`config.mk`:
```
export PLATFORM = sky130hd
export DESIGN_NAME = sram_boundary_scan_tap
export DESIGN_NICKNAME = d
export VERILOG_FILES = /design/src/common/sram_tap_pkg.sv /design/src/hdl/sram_boundary_scan_tap.sv
export VERILOG_INCLUDE_DIRS = /design/src /design/src/common
export SDC_FILE = /design/constraint.sdc
export NUM_CORES = 1
export LEC_CHECK = 0
export BUFFER_PORTS_ARGS = -buffer_cell sky130_fd_sc_hd__clkbuf_2
export CORE_UTILIZATION = 58
export DETAILED_ROUTE_END_ITERATION = 8
export GPL_TIMING_DRIVEN = 0
export PLACE_DENSITY = 0.78
export SLEW_MARGIN = 20
export SYNTH_ARGS = -nofsm -noshare
export SYNTH_HDL_FRONTEND = slang
export SYNTH_SLANG_ARGS = --single-unit
export TNS_END_PERCENT = 50
```
`constraint.sdc`:
```
create_clock -name core_clk -period 2.7 [get_ports core_clk]
set_clock_uncertainty 0.2 [all_clocks]
set_input_delay 0.54 -clock core_clk [delete_from_list [all_inputs] [get_ports core_clk]]
set_output_delay 0.54 -clock core_clk [all_outputs]
set_load 0.02 [all_outputs]
```
`src/common/sram_tap_map.svh`:
```
`ifndef SRAM_TAP_MAP_SVH
`define SRAM_TAP_MAP_SVH
`define TAP_IR_LEN          3
`define TAP_OP_CAPTURE      3'h0
`define TAP_OP_IDCODE       3'h1
`define TAP_OP_SAMPLEZ      3'h2
`define TAP_OP_SAMPLE       3'h4
`define TAP_OP_BYPASS       3'h7
`define TAP_IR_CAPTURE_LOW  2'h1
`define TAP_RESET_TMS_RISES 5
`define TAP_BSR_LEN_X36     73
`define TAP_BSR_LEN_X18     54
`define TAP_ID_LEN          32
`define TAP_ID_PRESENT      1'h1
`define TAP_TCK_MAX_KHZ     10000
`define TAP_CORE_CLK_KHZ    10000
`endif

```
`src/common/sram_tap_pkg.sv`:
```
package sram_tap_pkg;
  typedef enum logic [3:0] {
    TLR   = 4'h0, RTI   = 4'h1, SELDR = 4'h3, CAPDR = 4'h2,
    SHDR  = 4'h6, EX1DR = 4'h7, PSDR  = 4'h5, EX2DR = 4'h4,
    UPDR  = 4'hc, SELIR = 4'hd, CAPIR = 4'hf, SHIR  = 4'he,
    EX1IR = 4'ha, PSIR  = 4'hb, EX2IR = 4'h9, UPIR  = 4'h8
  } tap_state_t;
  typedef logic [2:0] tap_op_t;
  typedef struct packed {
    logic drive;
    logic value;
  } tdo_word_t;
endpackage

```
`src/hdl/sram_boundary_scan_tap.sv`:
```
`timescale 1ns/1ps
`include "sram_tap_map.svh"
module sram_boundary_scan_tap
  import sram_tap_pkg::*;
#(
  parameter int          BSR_LEN  = `TAP_BSR_LEN_X36,
  parameter logic [2:0]  REVISION = 3'h0,
  parameter logic [16:0] ID_MID   = 17'h0_0001,
  parameter logic [10:0] VENDOR   = 11'h2a5  // arbitrary value
) (
  // clock and reset
  input  wire logic               core_clk,
  input  wire logic               rst_n,
  // test pins
  input  wire logic               tck,
  input  wire logic               tms,
  input  wire logic               tdi,
  output logic                    tdo,
  output logic                    tdoOe,
  // memory ring and control
  input  wire logic [BSR_LEN-1:0] ringPins,
  output logic                    memOutHiZ
);

  localparam logic [`TAP_ID_LEN-1:0] ID_WORD = {REVISION, ID_MID, VENDOR, `TAP_ID_PRESENT};

  if (BSR_LEN != `TAP_BSR_LEN_X36 && BSR_LEN != `TAP_BSR_LEN_X18) begin : gen_len_check
    $error("boundary length must be 73 or 54");
  end
  // limitation: test clock high and low must each also last three core cycles
  if (`TAP_TCK_MAX_KHZ > `TAP_CORE_CLK_KHZ) begin : gen_clk_check
    $error("core clock too slow to sample test clock");
  end

  function automatic logic usesBsr(input tap_op_t op);
    usesBsr = (op == `TAP_OP_CAPTURE) || (op == `TAP_OP_SAMPLEZ) || (op == `TAP_OP_SAMPLE);
  endfunction

  function automatic logic floatsMem(input tap_op_t op);
    floatsMem = (op == `TAP_OP_CAPTURE) || (op == `TAP_OP_SAMPLEZ);
  endfunction

  // input synchronisers; first stage feeds only the second
  logic [1:0]         tckS;
  logic [1:0]         tmsS;
  logic [1:0]         tdiS;
  logic [BSR_LEN-1:0] ringS0;
  logic [BSR_LEN-1:0] ringS1;
  logic               tckD;

  always_ff @(posedge core_clk or negedge rst_n) begin
    if (!rst_n) begin
      tckS   <= 2'h0;
      tmsS   <= 2'h3;
      tdiS   <= 2'h3;
      ringS0 <= '0;
      ringS1 <= '0;
      tckD   <= 1'h0;
    end else begin
      tckS   <= {tckS[0], tck};
      tmsS   <= {tmsS[0], tms};
      tdiS   <= {tdiS[0], tdi};
      ringS0 <= ringPins;
      ringS1 <= ringS0;
      tckD   <= tckS[1];
    end
  end

  logic riseEdge;
  logic fallEdge;
  assign riseEdge = tckS[1] & ~tckD;
  assign fallEdge = ~tckS[1] & tckD;

  // two-entry buffer between the shift stage and the output stage
  tdo_word_t mem [2];
  logic      wrPtr;
  logic      rdPtr;
  logic [1:0] count;
  logic      inReady;
  logic      outValid;
  logic      push;
  logic      pop;
  tdo_word_t pushWord;
  tdo_word_t next_mem [2];
  logic      next_wrPtr;
  logic      next_rdPtr;
  logic [1:0] next_count;

  assign inReady  = (count != 2'h2);
  assign outValid = (count != 2'h0);
  assign pop      = fallEdge & outValid;

  always_comb begin
    next_mem    = mem;
    next_wrPtr  = wrPtr;
    next_rdPtr  = rdPtr;
    next_count  = count;
    if (push) begin
      next_mem[wrPtr] = pushWord;
      next_wrPtr      = ~wrPtr;
    end
    if (pop) begin
      next_rdPtr = ~rdPtr;
    end
    next_count = count + {1'b0, push} - {1'b0, pop};
  end

  always_ff @(posedge core_clk or negedge rst_n) begin
    if (!rst_n) begin
      mem[0] <= '0;
      mem[1] <= '0;
      wrPtr  <= 1'h0;
      rdPtr  <= 1'h0;
      count  <= 2'h0;
    end else begin
      mem    <= next_mem;
      wrPtr  <= next_wrPtr;
      rdPtr  <= next_rdPtr;
      count  <= next_count;
    end
  end

  // tap state and scan registers; a rise waits while the buffer is full
  tap_state_t         state;
  tap_op_t            instr;
  logic [2:0]         irShift;
  logic               bypass;
  logic [BSR_LEN-1:0] bsr;
  logic [`TAP_ID_LEN-1:0] idReg;
  logic               risePend;
  logic [2:0]         tmsRun;
  tap_state_t         next_state;
  tap_op_t            next_instr;
  logic [2:0]         next_irShift;
  logic               next_bypass;
  logic [BSR_LEN-1:0] next_bsr;
  logic [`TAP_ID_LEN-1:0] next_idReg;
  logic               next_risePend;
  logic [2:0]         next_tmsRun;
  logic               doRise;
  logic               tmsIn;
  logic               tdiIn;

  assign tmsIn  = tmsS[1];
  assign tdiIn  = tdiS[1];
  assign doRise = (riseEdge | risePend) & inReady;
  assign push   = doRise;

  always_comb begin
    next_state    = state;
    next_instr    = instr;
    next_irShift  = irShift;
    next_bypass   = bypass;
    next_bsr      = bsr;
    next_idReg    = idReg;
    next_tmsRun   = tmsRun;
    next_risePend = (riseEdge | risePend) & ~inReady;
    pushWord      = '0;
    if (doRise) begin
      case (state)
        TLR:     next_state = tmsIn ? TLR   : RTI;
        RTI:     next_state = tmsIn ? SELDR : RTI;
        SELDR:   next_state = tmsIn ? SELIR : CAPDR;
        CAPDR:   next_state = tmsIn ? EX1DR : SHDR;
        SHDR:    next_state = tmsIn ? EX1DR : SHDR;
        EX1DR:   next_state = tmsIn ? UPDR  : PSDR;
        PSDR:    next_state = tmsIn ? EX2DR : PSDR;
        EX2DR:   next_state = tmsIn ? UPDR  : SHDR;
        UPDR:    next_state = tmsIn ? SELDR : RTI;
        SELIR:   next_state = tmsIn ? TLR   : CAPIR;
        CAPIR:   next_state = tmsIn ? EX1IR : SHIR;
        SHIR:    next_state = tmsIn ? EX1IR : SHIR;
        EX1IR:   next_state = tmsIn ? UPIR  : PSIR;
        PSIR:    next_state = tmsIn ? EX2IR : PSIR;
        EX2IR:   next_state = tmsIn ? UPIR  : SHIR;
        UPIR:    next_state = tmsIn ? SELDR : RTI;
        default: next_state = TLR;
      endcase
      next_tmsRun = tmsIn ? ((tmsRun == 3'(`TAP_RESET_TMS_RISES)) ? tmsRun : tmsRun + 3'h1)
                          : 3'h0;
      // shifts act on the state being left, captures on the state entered
      if (state == SHIR) begin
        next_irShift = {tdiIn, irShift[2:1]};
      end
      if (state == UPIR) begin
        next_instr = irShift;
      end
      if (state == SHDR) begin
        if (usesBsr(instr)) begin
          next_bsr = {tdiIn, bsr[BSR_LEN-1:1]};
        end else if (instr == `TAP_OP_IDCODE) begin
          next_idReg = {tdiIn, idReg[`TAP_ID_LEN-1:1]};
        end else begin
          next_bypass = tdiIn;
        end
      end
      // update-data drives nothing toward the memory in any mode
      if (next_state == CAPIR) begin
        next_irShift = {1'b0, `TAP_IR_CAPTURE_LOW};
      end
      if (next_state == CAPDR) begin
        if (usesBsr(instr)) begin
          next_bsr = ringS1;
        end
        next_idReg  = ID_WORD;
        next_bypass = 1'b0;
      end
      if (next_state == TLR) begin
        next_instr = `TAP_OP_IDCODE;
      end
      pushWord.drive = (next_state == SHIR) || (next_state == SHDR);
      if (next_state == SHIR) begin
        pushWord.value = next_irShift[0];
      end else if (usesBsr(next_instr)) begin
        pushWord.value = next_bsr[0];
      end else if (next_instr == `TAP_OP_IDCODE) begin
        pushWord.value = next_idReg[0];
      end else begin
        pushWord.value = next_bypass; // reserved codes fall to bypass
      end
    end
  end

  always_ff @(posedge core_clk or negedge rst_n) begin
    if (!rst_n) begin
      state    <= TLR;
      instr    <= `TAP_OP_IDCODE;
      irShift  <= '0;
      bypass   <= 1'h0;
      bsr      <= '0;
      idReg    <= '0;
      risePend <= 1'h0;
      tmsRun   <= 3'h0;
    end else begin
      state    <= next_state;
      instr    <= next_instr;
      irShift  <= next_irShift;
      bypass   <= next_bypass;
      bsr      <= next_bsr;
      idReg    <= next_idReg;
      risePend <= next_risePend;
      tmsRun   <= next_tmsRun;
    end
  end

  // output stage; the scan logic has no path into memory address or data, and controls the memory only through memOutHiZ
  logic next_tdo;
  logic next_tdoOe;
  logic next_memOutHiZ;

  always_comb begin
    next_tdo       = tdo;
    next_tdoOe     = tdoOe;
    next_memOutHiZ = floatsMem(instr);
    if (pop) begin
      next_tdo   = mem[rdPtr].value;
      next_tdoOe = mem[rdPtr].drive;
    end
  end

  always_ff @(posedge core_clk or negedge rst_n) begin
    if (!rst_n) begin
      tdo       <= 1'h0;
      tdoOe     <= 1'h0;
      memOutHiZ <= 1'h0;
    end else begin
      tdo       <= next_tdo;
      tdoOe     <= next_tdoOe;
      memOutHiZ <= next_memOutHiZ;
    end
  end

  tlr_after_five_a: assert property (@(posedge core_clk) disable iff (!rst_n)
    (tmsRun == 3'(`TAP_RESET_TMS_RISES)) |-> (state == TLR))
    else $error("five high mode-select rises did not reach reset");
  tdo_on_fall_a: assert property (@(posedge core_clk) disable iff (!rst_n)
    ($changed(tdo) || $changed(tdoOe)) |-> $past(fallEdge))
    else $error("serial output changed away from a falling edge");
  id_in_reset_a: assert property (@(posedge core_clk) disable iff (!rst_n)
    (state == TLR) |-> (instr == `TAP_OP_IDCODE))
    else $error("reset state without identification instruction");
  capir_pattern_a: assert property (@(posedge core_clk) disable iff (!rst_n)
    (state == CAPIR && $changed(state)) |-> (irShift[1:0] == `TAP_IR_CAPTURE_LOW))
    else $error("capture-instruction pattern missing");
  instr_update_a: assert property (@(posedge core_clk) disable iff (!rst_n)
    $changed(instr) |-> ($past(state) == UPIR || state == TLR))
    else $error("instruction changed outside update");
  bypass_clear_a: assert property (@(posedge core_clk) disable iff (!rst_n)
    (state == CAPDR && instr == `TAP_OP_BYPASS) |-> (bypass == 1'b0))
    else $error("bypass not cleared at capture");
  mem_float_a: assert property (@(posedge core_clk) disable iff (!rst_n)
    (state == RTI && floatsMem(instr)) [*2] |-> memOutHiZ)
    else $error("memory outputs not floated");
  drive_in_shift_a: assert property (@(posedge core_clk) disable iff (!rst_n)
    $rose(tdoOe) |-> (state == SHIR || state == SHDR))
    else $error("serial output driven outside shift");

endmodule // sram_boundary_scan_tap

```
======== Yosys cells after proc, flatten, opt, wreduce, memory -nomap -nowiden ========
Cells that the tools add are included.
operators by class
  order comparisons ....................... 3
  mux-type cells .......................... 41
  reductions and logical operators ........ 19
  add/sub/neg operators ................... 2
  eq/ne operators ......................... 27
  bitwise operators ....................... 13
operators by type and width
  operator                                       count
  two-way mux 73 bit                             4
  two-way mux 32 bit                             4
  case mux 4 bit (12 select lines)               1
  == test 4 bit, second input constant           10
  two-way mux 3 bit                              7
  == test 4 x 3 -> 1 bit, second input constant  5
  two-way mux 4 bit                              5
  two-way mux 2 bit                              8
  == test 4 x 2 -> 1 bit, second input constant  3
  two-way mux 1 bit                              10
  zero test 4 bit                                2
  nonzero test 2 bit                             4
  == test 3 x 1 -> 1 bit, second input constant  2
  == test 3 x 2 -> 1 bit, second input constant  2
  == test 3 bit, second input constant           2
  zero test 3 bit                                2
  bitwise AND 1 bit                              5
  logical OR 1 bit                               5
  NOT 1 bit                                      5
  bitwise mux 4 bit                              1
  == test 4 x 1 -> 1 bit, second input constant  1
  >= comparator 2 bit, second input constant     2
  NOT 1 -> 2 bit                                 2
  AND reduction 4 bit                            1
  11 further kinds                               12
word-level totals
  register bits after elaboration ......... 281
  word-level logic and storage cells ...... 130
  output and inout port bits .............. 3
  input port bits ......................... 78

======== Longest topological paths before layout ========
  depth in word-level cells ............... 15
  gate-level depth with buffers ........... 10
  depth with buffers taken out ............ 8

======== Least setup slack after synthesis ========
Ideal clock, no wire load.
  kind .................................... register -> register
  from .................................... register tckS[1]
  to ...................................... register count[1]
  period minus slack after synthesis ...... 2.476 ns
  required time ........................... 2.420 ns
  library setup time ...................... 0.080 ns
  arrival ................................. 2.196 ns
  stages on the path, launching flop included .. 11
  slack ................................... 0.224 ns
  path buffers ............................ 2
  cells stage by stage .................... dfrtp_1 > nor2b_1 > o21a_1 > inv_1 > clkbuf_1 > buf_1 > ha_1 > inv_1 > ha_1 > xnor2_1 > xnor2_1
between the ends
  cells in the longest elaborated chain, start to end .. 5
  elaborated cells on any way between the ends .. 8
  classes of those cells .................. add/sub: 2; bitwise: 6
ends and longest elaborated chain
  item                         RTL line                       source
  start, declared              sram_boundary_scan_tap.sv:44   logic [1:0] tckS;
  start signal, assigned       sram_boundary_scan_tap.sv:60   tckS <= {tckS[0], tck};
  bitwise AND 1 bit            sram_boundary_scan_tap.sv:71   assign riseEdge = tckS[1] & ~tckD;
  bitwise OR 1 bit             sram_boundary_scan_tap.sv:146  assign doRise = (riseEdge | risePend) & inReady;
  bitwise AND 1 bit            sram_boundary_scan_tap.sv:146
  adder 2 x 1 -> 2 bit         sram_boundary_scan_tap.sv:105  next_count = count + {1'b0, push} - {1'b0, pop};
  subtractor 2 x 1 -> 2 bit *  sram_boundary_scan_tap.sv:105
  net next_count[1]            sram_boundary_scan_tap.sv:87   logic [1:0] next_count;
  end signal, assigned         sram_boundary_scan_tap.sv:119  count <= next_count;
  end, declared                sram_boundary_scan_tap.sv:78   logic [1:0] count;
The timed path passes the listed nets; every way through them passes the cells marked *.
A chain may end at the register's enable or synchronous reset.

======== Final worst setup path ========
  from .................................... register state[2]
  to ...................................... register bsr[61]
between the ends
  cells in the longest elaborated chain, start to end .. 6
  elaborated cells on any way between the ends .. 25
  classes of those cells .................. eq/ne: 16; mux: 5; reduce/logical: 4
ends and longest elaborated chain
  item                                                                       RTL line                       source
  start, declared                                                            sram_boundary_scan_tap.sv:124  tap_state_t state;
  start signal, assigned                                                     sram_boundary_scan_tap.sv:235  state <= next_state;
  == test 4 bit (tied with other cells)                                      sram_boundary_scan_tap.sv:160  case (state)
  OR reduction 3 bit (no line) / OR reduction 2 bit (equally long branches)  -
  case mux 4 bit (12 select lines)                                           sram_boundary_scan_tap.sv:160
  two-way mux 4 bit                                                          sram_boundary_scan_tap.sv:159  if (doRise) begin
  == test 4 x 2 -> 1 bit                                                     sram_boundary_scan_tap.sv:201  if (next_state == CAPDR) begin
  two-way mux 73 bit *                                                       sram_boundary_scan_tap.sv:201
  end signal, assigned                                                       sram_boundary_scan_tap.sv:239  bsr <= next_bsr;
  end, declared                                                              sram_boundary_scan_tap.sv:128  logic [BSR_LEN-1:0] bsr;
Mark *: on every way between the ends. The rest lies on a longest branch, timed or not. The select of a mux whose other input is x is not followed.

==> reports/metrics.yaml <==
status: "completed"
synth_top_family_by_area: "compound AO/OA/AOI/OAI gates"
drive_gt1_share_pct: 17.36
die_h_um: 130.7
synth_xor_xnor_area_share_pct: 0.3646
start_util_pct: 60.06
antenna_found_initial: 0
holdWs_ns: 0.1476
synth-simple-area-share_pct: 6.602
swShare_pct: 30.86
cp_max_fo: 10
synth_edf_count: 0
die_area_mm2: 0.01709
syn_nets: 811
min_period_ns: 2.657
combPwrFrac_pct: 23.0
fillers: 965
leakagePower_nw: 5.454
grt_usage_pct: 26.24
clock_latency_ns: 0.54
ys_seq_elements: 281
dp_hpwl_mm: 11.69
drtPass1Iterations: 4
row_count: 46
intPower_mw: 8.378
grt_max_degree: 105
cts_made_buffers: 27
synth.area.mux_share_pct: 1.055
ys.flop_type: "dfrtp_1"
clk_pin_slew_worst_paths_ns: 0.06
die_width_um: 130.7
viasPerCell: 5.672
syn_area_per_cell_um2: 13.15
hold_viol_final: 0
fmax_mhz: 376.4
place.gp.congestion: 0.8802
routed-via-count: 6551
synth-compound-area-share_pct: 15.40
core_area_mm2: 0.01600
period_share_pct: 98.39
detail-route-antenna-nets: 0
crit_path_max_incr_delay_ns: 0.53
final_area_mm2: 0.01204
drv_slew: 0
pwr-share-clk_pct: 30.2
clk_path_buf_depth: 3
cp.required_ns: 2.88
clockRootBuffer: "clkbuf_16"
ir_drop_uv: 600.7
wire_per_inst_um: 18.32
wirelength_mm: 21.15
cts_tree: "done"
arrival_ns: 2.84
drtIter0Drc: 452
grt_pass1_vias: 6901
syn-cell-area_mm2: 0.009609
yosys_warnings: 0
fin_util_pct: 75.25
worstSetupEndpointType: "flip-flop"
slowest_stage: "or4b_4"
hold_path.class: "flip-flop to flip-flop"
netlist_instances: 731
drc: 0
finalSetupTns_ns: 0
synth_cell_types: 54
yosysSeqAreaShare_pct: 73.24
p_sw_mw: 3.740
cap_violations: 0
placed_cell_area_mm2: 0.01034
setup_viol: 0
rsz0062_at_grt: "yes"
cp_cell_sequence: "buf_2, or3b_4, or4b_4, buf_6, clkbuf_1, o22ai_1, a21oi_1"
diodes: 0
synth_fa_ha_area_share_pct: 0.2604
slew_headroom_pct: 51.38
nNetsFinal: 1000
async_reset_ff_share_pct: 100.0
cts_max_level: 1
p_per_area_mw_per_mm2: 1006
path_buf_inv: 3
grt_overflow_total: 0
cp_top_family: "simple AND/OR/NAND/NOR gates"
finalPower_mw: 12.12
pin_count: 81
io_buffer_count: 80
synthToLayoutAreaGrowth_pct: 25.30
grt_pass1_wl_mm: 34.36
p_seq_share_pct: 46.9
cp-start-kind: "flip-flop"
worst_pin_slew_ns: 0.7292
crit_type: "flip-flop to flip-flop"
clock-sinks: 281
## stage by stage
step / worst slack (ns) / instances
final: 0.04335 / 1155
after detailed placement: -0.3225 / 1029
after floorplan: 0.2239 / 731
after global placement: -4.247 / 1027
after global routing: -0.01361 / 1155
after CTS: 0.01723 / 1154
## layer usage
layer	part of all wire, %	wire, um	GRT usage, %	vias to the layer above
met1	41	8670	33.75	3345
met4	2.6	553	8.857	0
li1	-	-	-	2973
met2	52	11070	45.53	183
met5	0	0	0	-
met3	4.1	857	4.479	50
## power by group through the flow
stage / Sequential [mW] / Combinational [mW] / Clock [mW]
6_report: 5.68 / 2.78 / 3.66
5_1_grt: 5.75 / 3.10 / 3.88
4_1_cts: 5.64 / 2.70 / 3.69
3_5_place_dp: 5.68 / 2.56 / 0
3_3_place_gp: 5.61 / 2.39 / 0
2_1_floorplan: 5.53 / 1.88 / 0
## sequential cells by signal, indices dropped and copies added, names as in the netlist, 3 cells and up
register / count
instr: 3
idReg: 32
state: 4
mem: 4
irShift: 3
ringS0: 73
bsr: 73
ringS1: 73
## cell usage in the layout, fill, tap and decap left out, drive strengths merged, types with 3 or more instances in the layout
cell type,netlist,routed
mux2i,9,9
nor3,5,5
nor2b,4,4
dfrtp,276,276
xnor2,4,4
clkbuf,27,144
and2,3,3
a22o,25,25
o21ai,14,14
o22a,7,7
dfstp,5,5
nor3b,3,3
a221oi,3,3
nand2,19,19
dlygate4sd3,0,77
buf,22,26
o22ai,76,76
clkinv,0,8
a21oi,88,88
nor2,91,91
o31ai,3,3
inv,12,13
## worst reg2reg max path, cell delays in order (launching register included)
cell	delay, ns
dfrtp_1	0.38
buf_2	0.18
or3b_4	0.41
or4b_4	0.53
buf_6	0.18
clkbuf_1	0.23
o22ai_1	0.26
a21oi_1	0.13
## cell type report
cell class	count	area, um^2	area share, %
buffer	49	260.3	2.161
clock buffer	38	777.0	6.453
clock inverter	10	90.09	0.7482
inverter	12	45.04	0.3741
multi-input combinational	389	2303	19.13
sequential	281	7039	58.46
tap	216	270.3	2.245
timing repair buffer	160	1255	10.42
## worst paths after layout
path,slack [ns],cells past startpoint,start,end
max in group asynchronous,0.99,3,rst_n,ringS1[13]$_DFF_PN0_
worst max register to register,0.04,7,state[2]$_DFFE_PN0P_,bsr[61]$_DFFE_PN0P_
worst min register to register,0.15,0,ringS0[17]$_DFF_PN0_,ringS1[17]$_DFF_PN0_
worst min-delay path,0.15,0,ringS0[17]$_DFF_PN0_,ringS1[17]$_DFF_PN0_
worst max-delay path,0.04,7,state[2]$_DFFE_PN0P_,bsr[61]$_DFFE_PN0P_
min in group asynchronous,0.40,2,rst_n,tdoOe$_DFFE_PN0P_
## timing repair
item,4_1_cts,5_1_grt
setup buffers,0,1
gates resized for setup,2,20
pin swaps,0,1
hold buffers,77,0
hold endpoints to repair,152,0
setup endpoints to repair,2,92
## synthesized netlist by cell type, types with 3 or more instances
| master | instances | area (um^2) |
|---|---|---|
| nand2_1 | 19 | 71.32 |
| o31ai_1 | 3 | 22.52 |
| clkbuf_1 | 27 | 101.4 |
| nor2b_1 | 4 | 25.02 |
| inv_1 | 12 | 45.04 |
| nor2_1 | 91 | 341.6 |
| dfrtp_1 | 276 | 6907 |
| o22ai_1 | 76 | 475.5 |
| a221oi_1 | 3 | 26.28 |
| mux2i_1 | 9 | 90.09 |
| buf_6 | 8 | 90.09 |
| and2_1 | 3 | 18.77 |
| a21oi_1 | 87 | 435.4 |
| nor3_1 | 5 | 25.02 |
| buf_1 | 11 | 41.29 |
| a22o_1 | 25 | 219.0 |
| xnor2_1 | 4 | 35.03 |
| dfstp_2 | 5 | 131.4 |
| nor3b_1 | 3 | 22.52 |
| o22a_1 | 7 | 61.31 |
| o21ai_0 | 13 | 65.06 |
## kinds of logic (layout without fill, tap and decap cells)
| kind of cell | count (synthesis) | count (layout) |
|---|---|---|
| AO/OA/AOI/OAI | 233 | 233 |
| XOR/XNOR | 4 | 4 |
| adder cells (fa/ha/maj) | 2 | 2 |
| buffers and inverters | 61 | 269 |
| flip-flops | 281 | 281 |
| multiplexers | 10 | 10 |
| AND/OR/NAND/NOR | 140 | 140 |
No activity file was read; power rests on OpenSTA's default activity.
